`src/inc/dmc_pkg.sv`:
```
// Constants, types and register map of the debug mode control block.
package dmc_pkg;

    // ************************************************************
    // Clock and bus geometry
    // ************************************************************
    localparam int unsigned DMC_REF_CLK_HZ = 25_000_000;
    localparam int unsigned DMC_ADR_W = 26;
    localparam int unsigned DMC_IDX_W = DMC_ADR_W - 2;
    localparam int unsigned DMC_DAT_W = 32;
    localparam int unsigned DMC_SEL_W = DMC_DAT_W / 8;

    // Half period of the debug clock in reference clock cycles.
    localparam int unsigned DMC_DBG_CLK_HALF = 2;

    // ************************************************************
    // Register indices; the byte address is four times the index
    // ************************************************************
    localparam logic [DMC_IDX_W-1:0] DMC_IDX_PRESC_CTRL = 24'h004020;
    localparam logic [DMC_IDX_W-1:0] DMC_IDX_PORT3_FSEL = 24'h0052A3;
    localparam logic [DMC_IDX_W-1:0] DMC_IDX_OSC_CTRL = 24'h005322;
    localparam logic [DMC_IDX_W-1:0] DMC_IDX_DBG_STATUS = 24'h005330;
    localparam logic [DMC_IDX_W-1:0] DMC_IDX_WORK_BASE = 24'hFFFF90;

    // ************************************************************
    // Field positions and reset values
    // ************************************************************
    localparam int unsigned DMC_PRESC_RUN_BIT = 1;
    localparam int unsigned DMC_OSC_RUN_BIT = 0;
    localparam int unsigned DMC_CLK_SEL_BIT = 1;
    localparam int unsigned DMC_STAT_SEL_BIT = 2;
    localparam int unsigned DMC_DATA_SEL_BIT = 3;
    localparam int unsigned DMC_MODE_BIT = 0;
    localparam logic DMC_PRESC_RUN_RST = 1'b0;
    localparam logic DMC_OSC_RUN_RST = 1'b0;
    localparam logic [2:0] DMC_PMUX_RST = 3'h0;

    // ************************************************************
    // Debugger work area
    // ************************************************************
    localparam int unsigned DMC_CORE_ADR_W = 24;
    localparam logic [DMC_CORE_ADR_W-1:0] DMC_WORK_FIRST = 24'h000FC0;
    localparam logic [DMC_CORE_ADR_W-1:0] DMC_WORK_LAST = 24'h000FFF;
    localparam logic [DMC_DAT_W-1:0] DMC_WORK_BASE_VAL = 32'h00000FC0;

    // ************************************************************
    // Types
    // ************************************************************
    typedef enum logic [0:0] {
        DMC_RUN = 1'b0,
        DMC_DEBUG = 1'b1
    } dmc_mode_t;

    typedef struct packed {
        logic cyc;
        logic stb;
        logic we;
        logic [DMC_ADR_W-1:0] adr;
        logic [DMC_SEL_W-1:0] sel;
        logic [DMC_DAT_W-1:0] dat;
    } dmc_wb_req_t;

    typedef struct packed {
        logic ack;
        logic [DMC_DAT_W-1:0] dat;
    } dmc_wb_rsp_t;

    typedef struct packed {
        logic ack;
        logic [DMC_DAT_W-1:0] rdat;
        dmc_mode_t mode;
        logic presc_run;
        logic osc_run;
        logic [2:0] pmux;
        logic presc_frz;
        logic osc_frz;
        logic dbg_irq;
        logic dbg_clk;
        logic rx_data;
        logic [2:0] port_in;
        logic status_out;
        logic area_hit;
    } dmc_state_t;

endpackage : dmc_pkg

```
`src/verilog/dmc_debug_ctrl.sv`:
```
// Debug mode control: entry and exit, freezes, debug pins, registers.
//
// Overview of operation
// - Break instruction or low break on data pin enters debug until return.
// - In debug mode hardware interrupt requests and the NMI are blocked.
// - Prescaler and slow oscillator peripherals other than the 8-bit timer halt in debug mode by default, unless a run bit is set.
// - Display driver keeps running in debug mode regardless of settings.
// - Prescaler run bit D1 keeps prescaler peripherals running when set.
// - Slow oscillator run bit D0 keeps its timers running in debug.
// - The slow oscillator 8-bit timer is never frozen by debug mode.
// - Pins default to debug use; select bits D1..D3 hand them to ports.
// - Clock and status drive the probe; data pin is two-way and breaks.
// - Work area 0xfc0 to 0xfff is reserved; application use is flagged.
// - Work area base register reads 0xfc0 with upper byte zero.
//
// Decided for this implementation: the Wishbone slave port.
`timescale 1ns/100ps
module dmc_debug_ctrl #(
    parameter int unsigned DBG_CLK_HALF = dmc_pkg::DMC_DBG_CLK_HALF
) (
    input wire logic ref_clk_i,
    input wire logic sys_rst_i,
    // Register bus.
    input dmc_pkg::dmc_wb_req_t wb_req_i,
    output dmc_pkg::dmc_wb_rsp_t wb_rsp_o,
    // Core side.
    input wire logic brk_exec_i,
    input wire logic retd_exec_i,
    input wire logic cpu_status_i,
    input wire logic dbg_tx_data_i,
    input wire logic dbg_tx_en_i,
    output logic dbg_rx_data_o,
    output logic dbg_irq_o,
    output logic dbg_mode_o,
    input wire logic hw_irq_i,
    input wire logic nmi_i,
    output logic hw_irq_o,
    output logic nmi_o,
    input wire logic core_acc_i,
    input wire logic [dmc_pkg::DMC_CORE_ADR_W-1:0] core_addr_i,
    output logic work_area_hit_o,
    // Peripheral freezes.
    output logic presc_freeze_o,
    output logic slow_osc_freeze_o,
    output logic slow_timer8_freeze_o,
    output logic display_freeze_o,
    // General-purpose port side of lines 1 to 3.
    input wire logic [3:1] port3_out_i,
    input wire logic [3:1] port3_oe_i,
    output logic [3:1] port3_in_o,
    // Debug clock pin.
    input wire logic dbg_clock_out_i,
    output logic dbg_clock_out_o,
    output logic dbg_clock_out_oe_o,
    // Debug status pin.
    input wire logic dbg_status_out_i,
    output logic dbg_status_out_o,
    output logic dbg_status_out_oe_o,
    // Debug data pin.
    input wire logic dbg_data_io_i,
    output logic dbg_data_io_o,
    output logic dbg_data_io_oe_o
);
    import dmc_pkg::*;

    // ************************************************************
    // State
    // ************************************************************
    dmc_state_t s_q;
    dmc_state_t s_d;
    logic clk_tick;
    logic req_new;
    logic brk_pin;
    logic [DMC_IDX_W-1:0] idx;

    if (DBG_CLK_HALF < 2) begin : g_chk
        $error("dmc_debug_ctrl: DBG_CLK_HALF must be at least 2");
    end

    // ************************************************************
    // Debug clock divider
    // ************************************************************
    // The divider only runs while the clock pin belongs to the debugger,
    // so a pin handed to the port draws no toggling from this block.
    dmc_divider #(
        .DIV(DBG_CLK_HALF)
    ) u_clk_div (
        .ref_clk_i(ref_clk_i),
        .sys_rst_i(sys_rst_i),
        .en_i(!s_q.pmux[0]),
        .tick_o(clk_tick)
    );

    // ************************************************************
    // Next state
    // ************************************************************
    assign idx = wb_req_i.adr[DMC_ADR_W-1:2];
    assign req_new = wb_req_i.cyc && wb_req_i.stb && !s_q.ack;
    // A break is only seen while the probe owns the line and we are not
    // driving it ourselves, so our own low data bits cannot break.
    assign brk_pin = !s_q.pmux[2] && !dbg_data_io_oe_o && !dbg_data_io_i;

    always_comb begin
        s_d = s_q;
        s_d.ack = 1'b0;
        s_d.dbg_irq = 1'b0;
        if (req_new) begin
            s_d.ack = 1'b1;
            s_d.rdat = '0;
            case (idx)
                DMC_IDX_PRESC_CTRL: begin
                    s_d.rdat[DMC_PRESC_RUN_BIT] = s_q.presc_run;
                    if (wb_req_i.we && wb_req_i.sel[0]) begin
                        s_d.presc_run = wb_req_i.dat[DMC_PRESC_RUN_BIT];
                    end
                end
                DMC_IDX_OSC_CTRL: begin
                    s_d.rdat[DMC_OSC_RUN_BIT] = s_q.osc_run;
                    if (wb_req_i.we && wb_req_i.sel[0]) begin
                        s_d.osc_run = wb_req_i.dat[DMC_OSC_RUN_BIT];
                    end
                end
                DMC_IDX_PORT3_FSEL: begin
                    s_d.rdat[DMC_DATA_SEL_BIT:DMC_CLK_SEL_BIT] = s_q.pmux;
                    if (wb_req_i.we && wb_req_i.sel[0]) begin
                        s_d.pmux = wb_req_i.dat[DMC_DATA_SEL_BIT:
                                                DMC_CLK_SEL_BIT];
                    end
                end
                DMC_IDX_DBG_STATUS: begin
                    s_d.rdat[DMC_MODE_BIT] = (s_q.mode == DMC_DEBUG);
                end
                DMC_IDX_WORK_BASE: begin
                    s_d.rdat = DMC_WORK_BASE_VAL;
                end
                default: begin
                    s_d.rdat = '0;
                end
            endcase
        end

        case (s_q.mode)
            DMC_RUN: begin
                if (brk_exec_i || brk_pin) begin
                    s_d.mode = DMC_DEBUG;
                    s_d.dbg_irq = 1'b1;
                end
            end
            DMC_DEBUG: begin
                if (retd_exec_i) begin
                    s_d.mode = DMC_RUN;
                end
            end
            default: begin
                s_d.mode = DMC_RUN;
            end
        endcase

        // Freezes follow the next mode so they switch on the same edge.
        s_d.presc_frz = (s_d.mode == DMC_DEBUG) && !s_d.presc_run;
        s_d.osc_frz = (s_d.mode == DMC_DEBUG) && !s_d.osc_run;

        if (clk_tick) begin
            s_d.dbg_clk = !s_q.dbg_clk;
        end else if (s_q.pmux[0]) begin
            s_d.dbg_clk = 1'b0;
        end
        s_d.status_out = cpu_status_i;
        s_d.rx_data = dbg_data_io_i;
        s_d.port_in = {dbg_data_io_i, dbg_status_out_i, dbg_clock_out_i};
        s_d.area_hit = core_acc_i && (s_q.mode == DMC_RUN)
                     && (core_addr_i >= DMC_WORK_FIRST)
                     && (core_addr_i <= DMC_WORK_LAST);
    end

    always_ff @(posedge ref_clk_i) begin
        if (sys_rst_i) begin
            s_q <= '0;
            s_q.presc_run <= DMC_PRESC_RUN_RST;
            s_q.osc_run <= DMC_OSC_RUN_RST;
            s_q.pmux <= DMC_PMUX_RST;
        end else begin
            s_q <= s_d;
        end
    end

    // ************************************************************
    // Outputs
    // ************************************************************
    assign wb_rsp_o.ack = s_q.ack;
    assign wb_rsp_o.dat = s_q.rdat;
    assign dbg_mode_o = (s_q.mode == DMC_DEBUG);
    assign dbg_irq_o = s_q.dbg_irq;
    assign dbg_rx_data_o = s_q.rx_data;
    assign hw_irq_o = hw_irq_i && (s_q.mode != DMC_DEBUG);
    assign nmi_o = nmi_i && (s_q.mode != DMC_DEBUG);
    assign work_area_hit_o = s_q.area_hit;
    assign presc_freeze_o = s_q.presc_frz;
    assign slow_osc_freeze_o = s_q.osc_frz;
    // The 8-bit slow timer and the display driver ignore debug mode.
    assign slow_timer8_freeze_o = 1'b0;
    assign display_freeze_o = 1'b0;
    assign port3_in_o = s_q.port_in;

    // Pin ownership: debugger after reset, port once its select bit is set.
    assign dbg_clock_out_o = s_q.pmux[0] ? port3_out_i[1] : s_q.dbg_clk;
    assign dbg_clock_out_oe_o = s_q.pmux[0] ? port3_oe_i[1] : 1'b1;
    assign dbg_status_out_o = s_q.pmux[1] ? port3_out_i[2] : s_q.status_out;
    assign dbg_status_out_oe_o = s_q.pmux[1] ? port3_oe_i[2] : 1'b1;
    assign dbg_data_io_o = s_q.pmux[2] ? port3_out_i[3] : dbg_tx_data_i;
    assign dbg_data_io_oe_o = s_q.pmux[2] ? port3_oe_i[3] : dbg_tx_en_i;
endmodule : dmc_debug_ctrl

```
`src/verilog/dmc_divider.sv`:
```
// Divider that issues a one-cycle enable pulse every DIV enabled cycles.
`timescale 1ns/100ps
module dmc_divider #(
    parameter int unsigned DIV = 2
) (
    input wire logic ref_clk_i,
    input wire logic sys_rst_i,
    input wire logic en_i,
    output logic tick_o
);
    localparam int unsigned CW = (DIV > 1) ? $clog2(DIV) : 1;
    localparam logic [CW-1:0] LAST = CW'(DIV - 1);

    typedef struct packed {
        logic [CW-1:0] cnt;
        logic tick;
    } dmc_div_state_t;

    dmc_div_state_t s_q;
    dmc_div_state_t s_d;

    if (DIV < 2) begin : g_chk
        $error("dmc_divider: DIV must be at least 2");
    end

    always_comb begin
        s_d = s_q;
        s_d.tick = 1'b0;
        if (!en_i) begin
            s_d.cnt = '0;
        end else if (s_q.cnt == LAST) begin
            s_d.cnt = '0;
            s_d.tick = 1'b1;
        end else begin
            s_d.cnt = s_q.cnt + CW'(1);
        end
    end

    always_ff @(posedge ref_clk_i) begin
        if (sys_rst_i) begin
            s_q <= '0;
        end else begin
            s_q <= s_d;
        end
    end

    assign tick_o = s_q.tick;

endmodule : dmc_divider

```
`config.mk`:
```
export PLATFORM = sky130hd
export DESIGN_NAME = dmc_debug_ctrl
export DESIGN_NICKNAME = d
export VERILOG_FILES = /design/src/inc/dmc_pkg.sv /design/src/verilog/dmc_debug_ctrl.sv /design/src/verilog/dmc_divider.sv
export SDC_FILE = /design/constraint.sdc
export NUM_CORES = 1
export LEC_CHECK = 0
export BUFFER_PORTS_ARGS = -buffer_cell sky130_fd_sc_hd__buf_2
export CORE_MARGIN = 5
export CORE_UTILIZATION = 37
export DETAILED_ROUTE_END_ITERATION = 8
export GPL_TIMING_DRIVEN = 1
export PLACE_DENSITY = 0.86
export SLEW_MARGIN = 15
export SYNTH_ARGS = -nofsm -noshare
export SYNTH_HDL_FRONTEND = slang
export SYNTH_SLANG_ARGS = --single-unit
```
`constraint.sdc`:
```
create_clock -name ref_clk_i -period 4.05 [get_ports ref_clk_i]
set_clock_uncertainty 0.1 [all_clocks]
set_input_delay 0.405 -clock ref_clk_i [delete_from_list [all_inputs] [get_ports ref_clk_i]]
set_output_delay 0.405 -clock ref_clk_i [all_outputs]
set_load 0.02 [all_outputs]
```
==> impl_metrics.tcl, run 1 <==
set metrics [dict create \
    status "finished, final reports clean" \
    port_buffers 96 \
    finalSetupViolations 0 \
    postSynthRegisterBits 23 \
    top_level_ports 160 \
    yosysWarnings 0 \
    crit_slowest_cell "or4_1" \
    cpPeakStageDelay_ns 0.63 \
    critPathBufInv 0 \
    synth_ff_type "dfxtp_1" \
    hold_violations 0 \
    drt_iter0_drc 33 \
    overflow 0 \
    clock_sinks 23 \
    required_ns 4.10 \
    fillers 360 \
    drt_wl_total_um 3580 \
    path_cells "nand3b_1 -> or4_1 -> or4_1 -> and3b_1" \
    nets 356 \
    min_path_type "in -> reg" \
    crit_family "simple AND/OR/NAND/NOR gates" \
    numCtsBuffers 3 \
    synth_edf_count 0 \
    grt_pass1_vias 1298 \
    cts_htree_levels 1 \
    maxSlewHeadroom_pct 57.8 \
    synthArstFlopShare_pct 0 \
    cts_hold_buf 0 \
    critPathKind "reg -> reg" \
    ctsResizeCount 0 \
    grt_pass1_wl_um 5310 \
    die_area_mm2 0.00525 \
    synth_cell_types 38 \
    initial_core_util_pct 38.9 \
    antenna-diode-count 0 \
    core-area_mm2 0.00372 \
    cp-end-kind "flop" \
    cp-start-kind "flop" \
    fin_tns_setup_ns 0 \
    ant_nets 0 \
    postCtsSetupBuffers 0 \
    first_pass_iters 4 \
    clk_latency_ns 0.25 \
    die_h_um 72.5 \
    drive_gt1_share_pct 42.1 \
    num_vias 1384 \
    total_power_mw 0.483 \
    cts_tree "built" \
    reg2reg_slack_ns 1.96 \
    crit_top_cell "or4_1" \
    power_density_mw_per_mm2 266 \
    fin_crit_sh_pct 51.6 \
    dp_hpwl_um 3100 \
    drc 0 \
    crit_path_max_fanout 8 \
    grt_usage_pct 12.2 \
    synth_seq_area_share_pct 31.9 \
    vdd.ir_drop.worst_mv 0.116 \
    syn_inst 165 \
    synth_area_mm2 0.00144 \
    cp.arrival_ns 2.14 \
    clk_pin_slew_ns 0.07 \
    clk_path_buf_depth 2 \
    grt_max_degree 25 \
    std_cell_rows 22 \
    die_x_um 72.5 \
    avgRoutedWirePerCell_um 12.1 \
    avgSynthCellArea_um2 8.75 \
    rsz0062_at_grt "no" \
    place.gp.congestion 0.793 \
    total_leakage_power_nw 0.894 \
    layout_min_cycle_time_ns 2.09 \
    tightest_slew_ns 0.627 \
    maxSlewViolCount 0 \
    clock.fmax_ghz 0.478 \
    maxCapViolCount 0 \
    syn2layout_area_growth_pct 26.0 \
    root_buffer "clkbuf_8" \
    vias_per_cell 4.69 \
    antenna_found_initial 0 \
]
==> final cells by class <==
| cell class | instances | area, um2 | share of cell area, % |
|---|---|---|---|
| Timing Repair Buffer | 96 | 480 | 26.4 |
| Clock buffer | 4 | 45.0 | 2.48 |
| Inverter | 5 | 18.8 | 1.03 |
| Sequential cell | 23 | 460 | 25.3 |
| Tap cell | 48 | 60.1 | 3.30 |
| Multi-Input combinational cell | 119 | 754 | 41.5 |
==> layout by cell type (no fill, tap or decap), types with 2 or more instances in the layout <==
cell type  instances
nand2_1            5
nand2b_1           8
mux2_2             4
a21oi_1            4
or4b_1             2
nor2_1             7
nand4_1            6
and3b_1            4
nand3b_1           2
nor4_1             8
nand3_1            4
mux2i_1            4
nor3_1             5
or3b_1             3
conb_1            24
or4_1              4
inv_1              5
nor2b_1            6
and4_1             2
clkbuf_8           3
buf_2             96
dfxtp_1           23
nor3b_1            2
==> power breakdown <==
| group | internal (mW) | switching [mW] |
|---|---|---|
| combinational | 0.0441 | 0.0648 |
| sequential | 0.234 | 0.00434 |
| clock | 0.0699 | 0.0654 |
==> layer usage <==
metal | share of wire [%] | track usage (%) | vias up
met5 | 0 | 0 | -
met4 | 0.64 | 4.30 | 0
met3 | 9.6 | 2.49 | 2
met2 | 51 | 22.4 | 64
met1 | 38 | 13.9 | 625
li1 | - | - | 693
==> registers in the layout, summed over array words and instances (netlist names) <==
register,flops
dbg_irq_o,1
dbg_mode_o,1
dbg_rx_data_o,1
port3_in_o,2
presc_freeze_o,1
s_q,7
slow_osc_freeze_o,1
u_clk_div.s_q,1
u_clk_div.tick_o,1
wb_rsp_o,6
work_area_hit_o,1
==> cells in the mapped netlist, types with 2 or more instances <==
cell      instances  area, um2
a21oi_1           4       20.0
and3b_1           4       35.0
and4_1            2       17.5
buf_4            38        285
clkbuf_1          3       11.3
dfxtp_1          23        460
inv_1             5       18.8
mux2_2            4       45.0
mux2i_1           4       40.0
nand2_1           5       18.8
nand2b_1          8       50.1
nand3_1           4       20.0
nand3b_1          2       15.0
nand4_1           6       37.5
nor2_1            7       26.3
nor2b_1           6       37.5
nor3_1            5       25.0
nor3b_1           2       15.0
nor4_1            8       50.1
or3b_1            3       26.3
or4_1             4       30.0
or4b_1            2       20.0
==> kinds of logic after synthesis <==
logic type | share of synthesized area, %
flops | 31.9
mux | 5.89
compound gates | 6.50
other cells | 0.260
buf+inv | 21.8
simple gates | 33.6
==> stage by stage <==
stage                     hold WS (ns)  util, %  setup WS [ns]  cell area (um2)  std cells
after floorplan                  0.283        -           1.90             1530        188
after global placement           0.292     47.7           1.72             1770        291
after detailed placement         0.304     47.7           1.72             1770        291
after CTS                        0.257     49.0           1.95             1820        295
after global routing             0.269     49.0           1.83             1820        295
final                            0.259     49.0           1.96             1820        295
==> final timing paths <==
path / from / endpoint / depth (start not counted)
worst max-delay path: wb_rsp_o[32] / slow_osc_freeze_o / 4
worst min-delay path: dbg_status_out_i / port3_in_o[2] / 2
worst max register to register: wb_rsp_o[32] / slow_osc_freeze_o / 4
worst min register to register: u_clk_div.s_q[1] / u_clk_div.s_q[1] / 1
Note: power is estimated with default switching activity, not from simulation.
==> inputs of run 2 (changes only) <==
--- a/config.mk
+++ b/config.mk
@@ -7,10 +7,10 @@
 export LEC_CHECK = 0
 export BUFFER_PORTS_ARGS = -buffer_cell sky130_fd_sc_hd__buf_2
 export CORE_MARGIN = 5
-export CORE_UTILIZATION = 37
+export CORE_UTILIZATION = 34
 export DETAILED_ROUTE_END_ITERATION = 8
 export GPL_TIMING_DRIVEN = 1
-export PLACE_DENSITY = 0.86
+export PLACE_DENSITY = 0.8
 export SLEW_MARGIN = 15
 export SYNTH_ARGS = -nofsm -noshare
 export SYNTH_HDL_FRONTEND = slang
==> constraint.sdc (replaced) <==
create_clock -name ref_clk_i -period 1.95 [get_ports ref_clk_i]
set_clock_uncertainty 0.1 [all_clocks]
set_input_delay 0.195 -clock ref_clk_i [delete_from_list [all_inputs] [get_ports ref_clk_i]]
set_output_delay 0.195 -clock ref_clk_i [all_outputs]
set_load 0.02 [all_outputs]
==> impl_metrics.tcl, run 2 (synthesized netlist as in run 1, its figures left out) <==
set metrics [dict create \
    antenna-diode-count 0 \
    cts_htree_levels 1 \
    clk_pin_slew_ns 0.08 \
    p_int_mw 0.731 \
    crit_top_cell "or4_4" \
    cts_tree "built" \
    grt_usage_pct 12.9 \
    avgRoutedWirePerCell_um 12.1 \
    drc 0 \
    fin_ws_ns 0.0743 \
    regMostFlops "s_q" \
    maxCapViolCount 0 \
    hp-start "dbg_status_out_i" \
    clock_sinks 23 \
    ant_nets 0 \
    die_x_um 75.2 \
    total_leakage_power_nw 0.960 \
    overflow 0 \
    fin_tns_setup_ns 0 \
    dp_hpwl_um 3290 \
    path_cells "nand3b_1 -> or4_4 -> or4_4 -> and3b_1" \
    root_buffer "clkbuf_8" \
    power_switching_mw 0.293 \
    cp-startpoint "wb_rsp_o[32]" \
    cp-start-kind "flop" \
    clkPwrFrac_pct 28.3 \
    grt_pass1_wl_um 5750 \
    fin_crit_sh_pct 96.2 \
    critPathBufInv 0 \
    port_buffers 96 \
    rr_startpoint "wb_rsp_o[32]" \
    vias_per_cell 4.61 \
    std_cell_rows 23 \
    antenna_found_initial 0 \
    place.gp.congestion 0.809 \
    cp.arrival_ns 1.94 \
    core-area_mm2 0.00406 \
    layout_min_cycle_time_ns 1.88 \
    total_power_mw 1.02 \
    drt_wl_total_um 3730 \
    power_density_mw_per_mm2 533 \
    maxSlewViolCount 0 \
    combinationalPowerShare_pct 23.4 \
    syn2layout_area_growth_pct 33.0 \
    grt_pass1_vias 1432 \
    postCtsSetupBuffers 0 \
    rsz0062_at_grt "no" \
    initial_core_util_pct 35.6 \
    dp_slack_ns -0.165 \
    drive_gt1_share_pct 45.9 \
    clock.fmax_ghz 0.533 \
    layout_commonest_cell "buf_2" \
    hold_violations 0 \
    largest_reg_flops 7 \
    crit_slowest_cell "or4_4" \
    vdd.ir_drop.worst_mv 0.219 \
    status "finished, final reports clean" \
    reg2reg_slack_ns 0.07 \
    clk_latency_ns 0.26 \
    fin_util_pct 47.3 \
    crit_path_max_fanout 3 \
    sw_frac_of_total_pct 28.6 \
    clk_path_buf_depth 2 \
    critPathKind "reg -> reg" \
    num_vias 1423 \
    pwr-share-seq_pct 48.4 \
    finalSetupViolations 0 \
    die_area_mm2 0.00565 \
    crit_family "simple AND/OR/NAND/NOR gates" \
    top_level_ports 160 \
    drt_iter0_drc 39 \
    grt_max_degree 22 \
    required_ns 2.01 \
    cpPeakStageDelay_ns 0.55 \
    final_cell_mix "buf_2, conb_1, dfxtp_1, buf_4" \
    die_h_um 75.2 \
    nets 368 \
    numCtsBuffers 3 \
    min_path_type "in -> reg" \
    cp-end-kind "flop" \
    first_pass_iters 4 \
]
-- run 2: changes by cell type in the layout (fill, tap and decap cells not counted), sizes merged --
cell | previous run | this run
clkbuf | 4 | 3
clkinv | 0 | 1
buf | 96 | 108
-- run 2: power groups by stage --
stage,Combinational [mW],Clock (mW),Sequential [mW]
after floorplan,0.150,0,0.517
after global placement,0.237,0,0.506
after detailed placement,0.239,0,0.506
after CTS,0.240,0.301,0.496
after global routing,0.263,0.324,0.498
final,0.239,0.289,0.496
-- run 2: final timing paths --
kind | cells after the start | end
setup / recovery | 4 | slow_osc_freeze_o
hold / removal | 2 | port3_in_o[2]
setup reg to reg | 4 | slow_osc_freeze_o
hold reg to reg | 1 | u_clk_div.s_q[1]
-- run 2: timing repair --
item / in CTS / in global routing
hold buffers: 0 / 0
endpoints found under the setup margin: 0 / 1
gates resized for setup: 0 / 2
-- run 2: stage by stage --
stage | hold WS [ns] | std cells | instance area (um2)
after global routing | 0.0384 | 309 | 1920
after CTS | 0.0340 | 309 | 1910
final | 0.0390 | 309 | 1920
after detailed placement | 0.297 | 305 | 1870
after floorplan | 0.223 | 188 | 1530
after global placement | 0.292 | 305 | 1870
-- run 2: cell type report --
type,count,area (um2)
inverter,5,18.8
clock buffer,3,41.3
sequential,23,460
clock inverter,1,5.00
fill,412,2140
tap,50,62.6
timing repair buffer,108,571
multi-input combinational,119,762
-- run 2: routing by layer --
| metal | part of all wire, % | routed length [um] | GRT usage, % | vias up |
|---|---|---|---|---|
| met3 | 10 | 382 | 2.67 | 6 |
| met4 | 1.8 | 68 | 4.27 | 0 |
| met1 | 37 | 1390 | 14.7 | 634 |
| met2 | 51 | 1890 | 23.7 | 62 |
| met5 | 0 | 0 | 0 | - |
| li1 | - | - | - | 721 |
==> inputs of run 3 (changes only) <==
--- a/config.mk
+++ b/config.mk
@@ -7,10 +7,11 @@
 export LEC_CHECK = 0
 export BUFFER_PORTS_ARGS = -buffer_cell sky130_fd_sc_hd__buf_2
 export CORE_MARGIN = 5
-export CORE_UTILIZATION = 34
+export CORE_UTILIZATION = 35
+export CTS_BUF_LIST = sky130_fd_sc_hd__clkbuf_4 sky130_fd_sc_hd__clkbuf_8
 export DETAILED_ROUTE_END_ITERATION = 8
 export GPL_TIMING_DRIVEN = 1
-export PLACE_DENSITY = 0.8
+export PLACE_DENSITY = 0.82
 export SLEW_MARGIN = 15
 export SYNTH_ARGS = -nofsm -noshare
 export SYNTH_HDL_FRONTEND = slang
==> impl_metrics.tcl, run 3 (synthesized netlist as in run 1, its figures left out) <==
set metrics [dict create \
    clk_path_buf_depth 2 \
    reg2reg_slack_ns 0.09 \
    syn2layout_area_growth_pct 32.7 \
    power_density_mw_per_mm2 541 \
    first_pass_iters 4 \
    vdd.ir_drop.worst_mv 0.260 \
    root_buffer "clkbuf_8" \
    clock_sinks 23 \
    fin_area_mm2 0.00192 \
    layout_commonest_cell "buf_2" \
    critPathKind "reg -> reg" \
    clock.fmax_ghz 0.536 \
    std_cell_rows 23 \
    postPlaceCellArea_mm2 0.00186 \
    die_x_um 74.2 \
    grt_pass1_wl_um 5530 \
    dp_hpwl_um 3230 \
    antenna_found_initial 0 \
    vias_per_cell 4.60 \
    total_power_mw 1.04 \
    fin_tns_setup_ns 0 \
    maxCapViolCount 0 \
    top_level_ports 160 \
    maxSlewViolCount 0 \
    final_cell_mix "buf_2, conb_1, dfxtp_1, buf_4" \
    worst_hold_slack_ns 0.0454 \
    nets 367 \
    hold_violations 0 \
    drt_iter0_drc 29 \
    grt_max_degree 23 \
    place.gp.congestion 0.764 \
    largest_reg_flops 7 \
    core-area_mm2 0.00400 \
    crit_path_max_fanout 3 \
    num_vias 1416 \
    cts_tree "built" \
    drive_gt1_share_pct 45.7 \
    postCtsSetupBuffers 0 \
    cpPeakStageDelay_ns 0.55 \
    crit_top_cell "or4_4" \
    min_path_type "in -> reg" \
    initial_core_util_pct 36.1 \
    avgRoutedWirePerCell_um 11.9 \
    grt_usage_pct 12.4 \
    cts_hold_buf 0 \
    drc 0 \
    path_cells "nand3b_1 -> or4_4 -> or4_4 -> and3b_1" \
    finalNonFillerCells 308 \
    required_ns 2.01 \
    clk_pin_slew_ns 0.08 \
    fin_crit_sh_pct 95.6 \
    crit_slowest_cell "or4_4" \
    cts_htree_levels 1 \
    cp-start-kind "flop" \
    ant_nets 0 \
    die_h_um 74.2 \
    cp-end-kind "flop" \
    overflow 0 \
    numCtsBuffers 3 \
    port_buffers 96 \
    regMostFlops "s_q" \
    finalSetupViolations 0 \
    rsz0062_at_grt "no" \
    grt_pass1_vias 1339 \
    status "finished, final reports clean" \
    clk_latency_ns 0.26 \
    cp.arrival_ns 1.92 \
    critPathBufInv 0 \
    die_area_mm2 0.00551 \
    ctsResizeCount 0 \
    antenna-diode-count 0 \
    drt_wl_total_um 3680 \
    total_leakage_power_nw 0.955 \
    placed_cells 304 \
    crit_family "simple AND/OR/NAND/NOR gates" \
    layout_min_cycle_time_ns 1.86 \
]
-- run 3: worst paths after layout --
check,startpoint,endpoint,cells past startpoint
min reg2reg,u_clk_div.s_q[1],u_clk_div.s_q[1],1
min,dbg_status_out_i,port3_in_o[2],2
max reg2reg,wb_rsp_o[32],slow_osc_freeze_o,4
max,wb_rsp_o[32],slow_osc_freeze_o,4
-- run 3: report_power, final --
| group | leakage [nW] | total (mW) | switching (mW) | internal (mW) |
|---|---|---|---|---|
| clock | 0.0262 | 0.302 | 0.143 | 0.159 |
| sequential | 0.188 | 0.495 | 0.00835 | 0.487 |
| combinational | 0.741 | 0.240 | 0.138 | 0.102 |
-- run 3: per-layer routing --
layer	GRT usage, %	share of wire (%)
met5	0	0
met2	23.0	51
met1	14.3	38
met3	2.57	9.7
met4	3.16	1.7
-- run 3: area by class of cell --
type	instances	area, um2
Sequential cell	23	460
Multi-Input combinational cell	119	762
Fill cell	420	2080
Clock buffer	4	48.8
Timing Repair Buffer	107	563
Tap cell	50	62.6
Inverter	5	18.8
-- run 3: through the flow --
stage	setup WS [ns]	util, %
4_1_cts	0.0559	47.7
5_1_grt	0.0130	47.9
6_report	0.0850	47.9
3_3_place_gp	-0.182	46.5
3_5_place_dp	-0.190	46.5
2_1_floorplan	0.00988	-
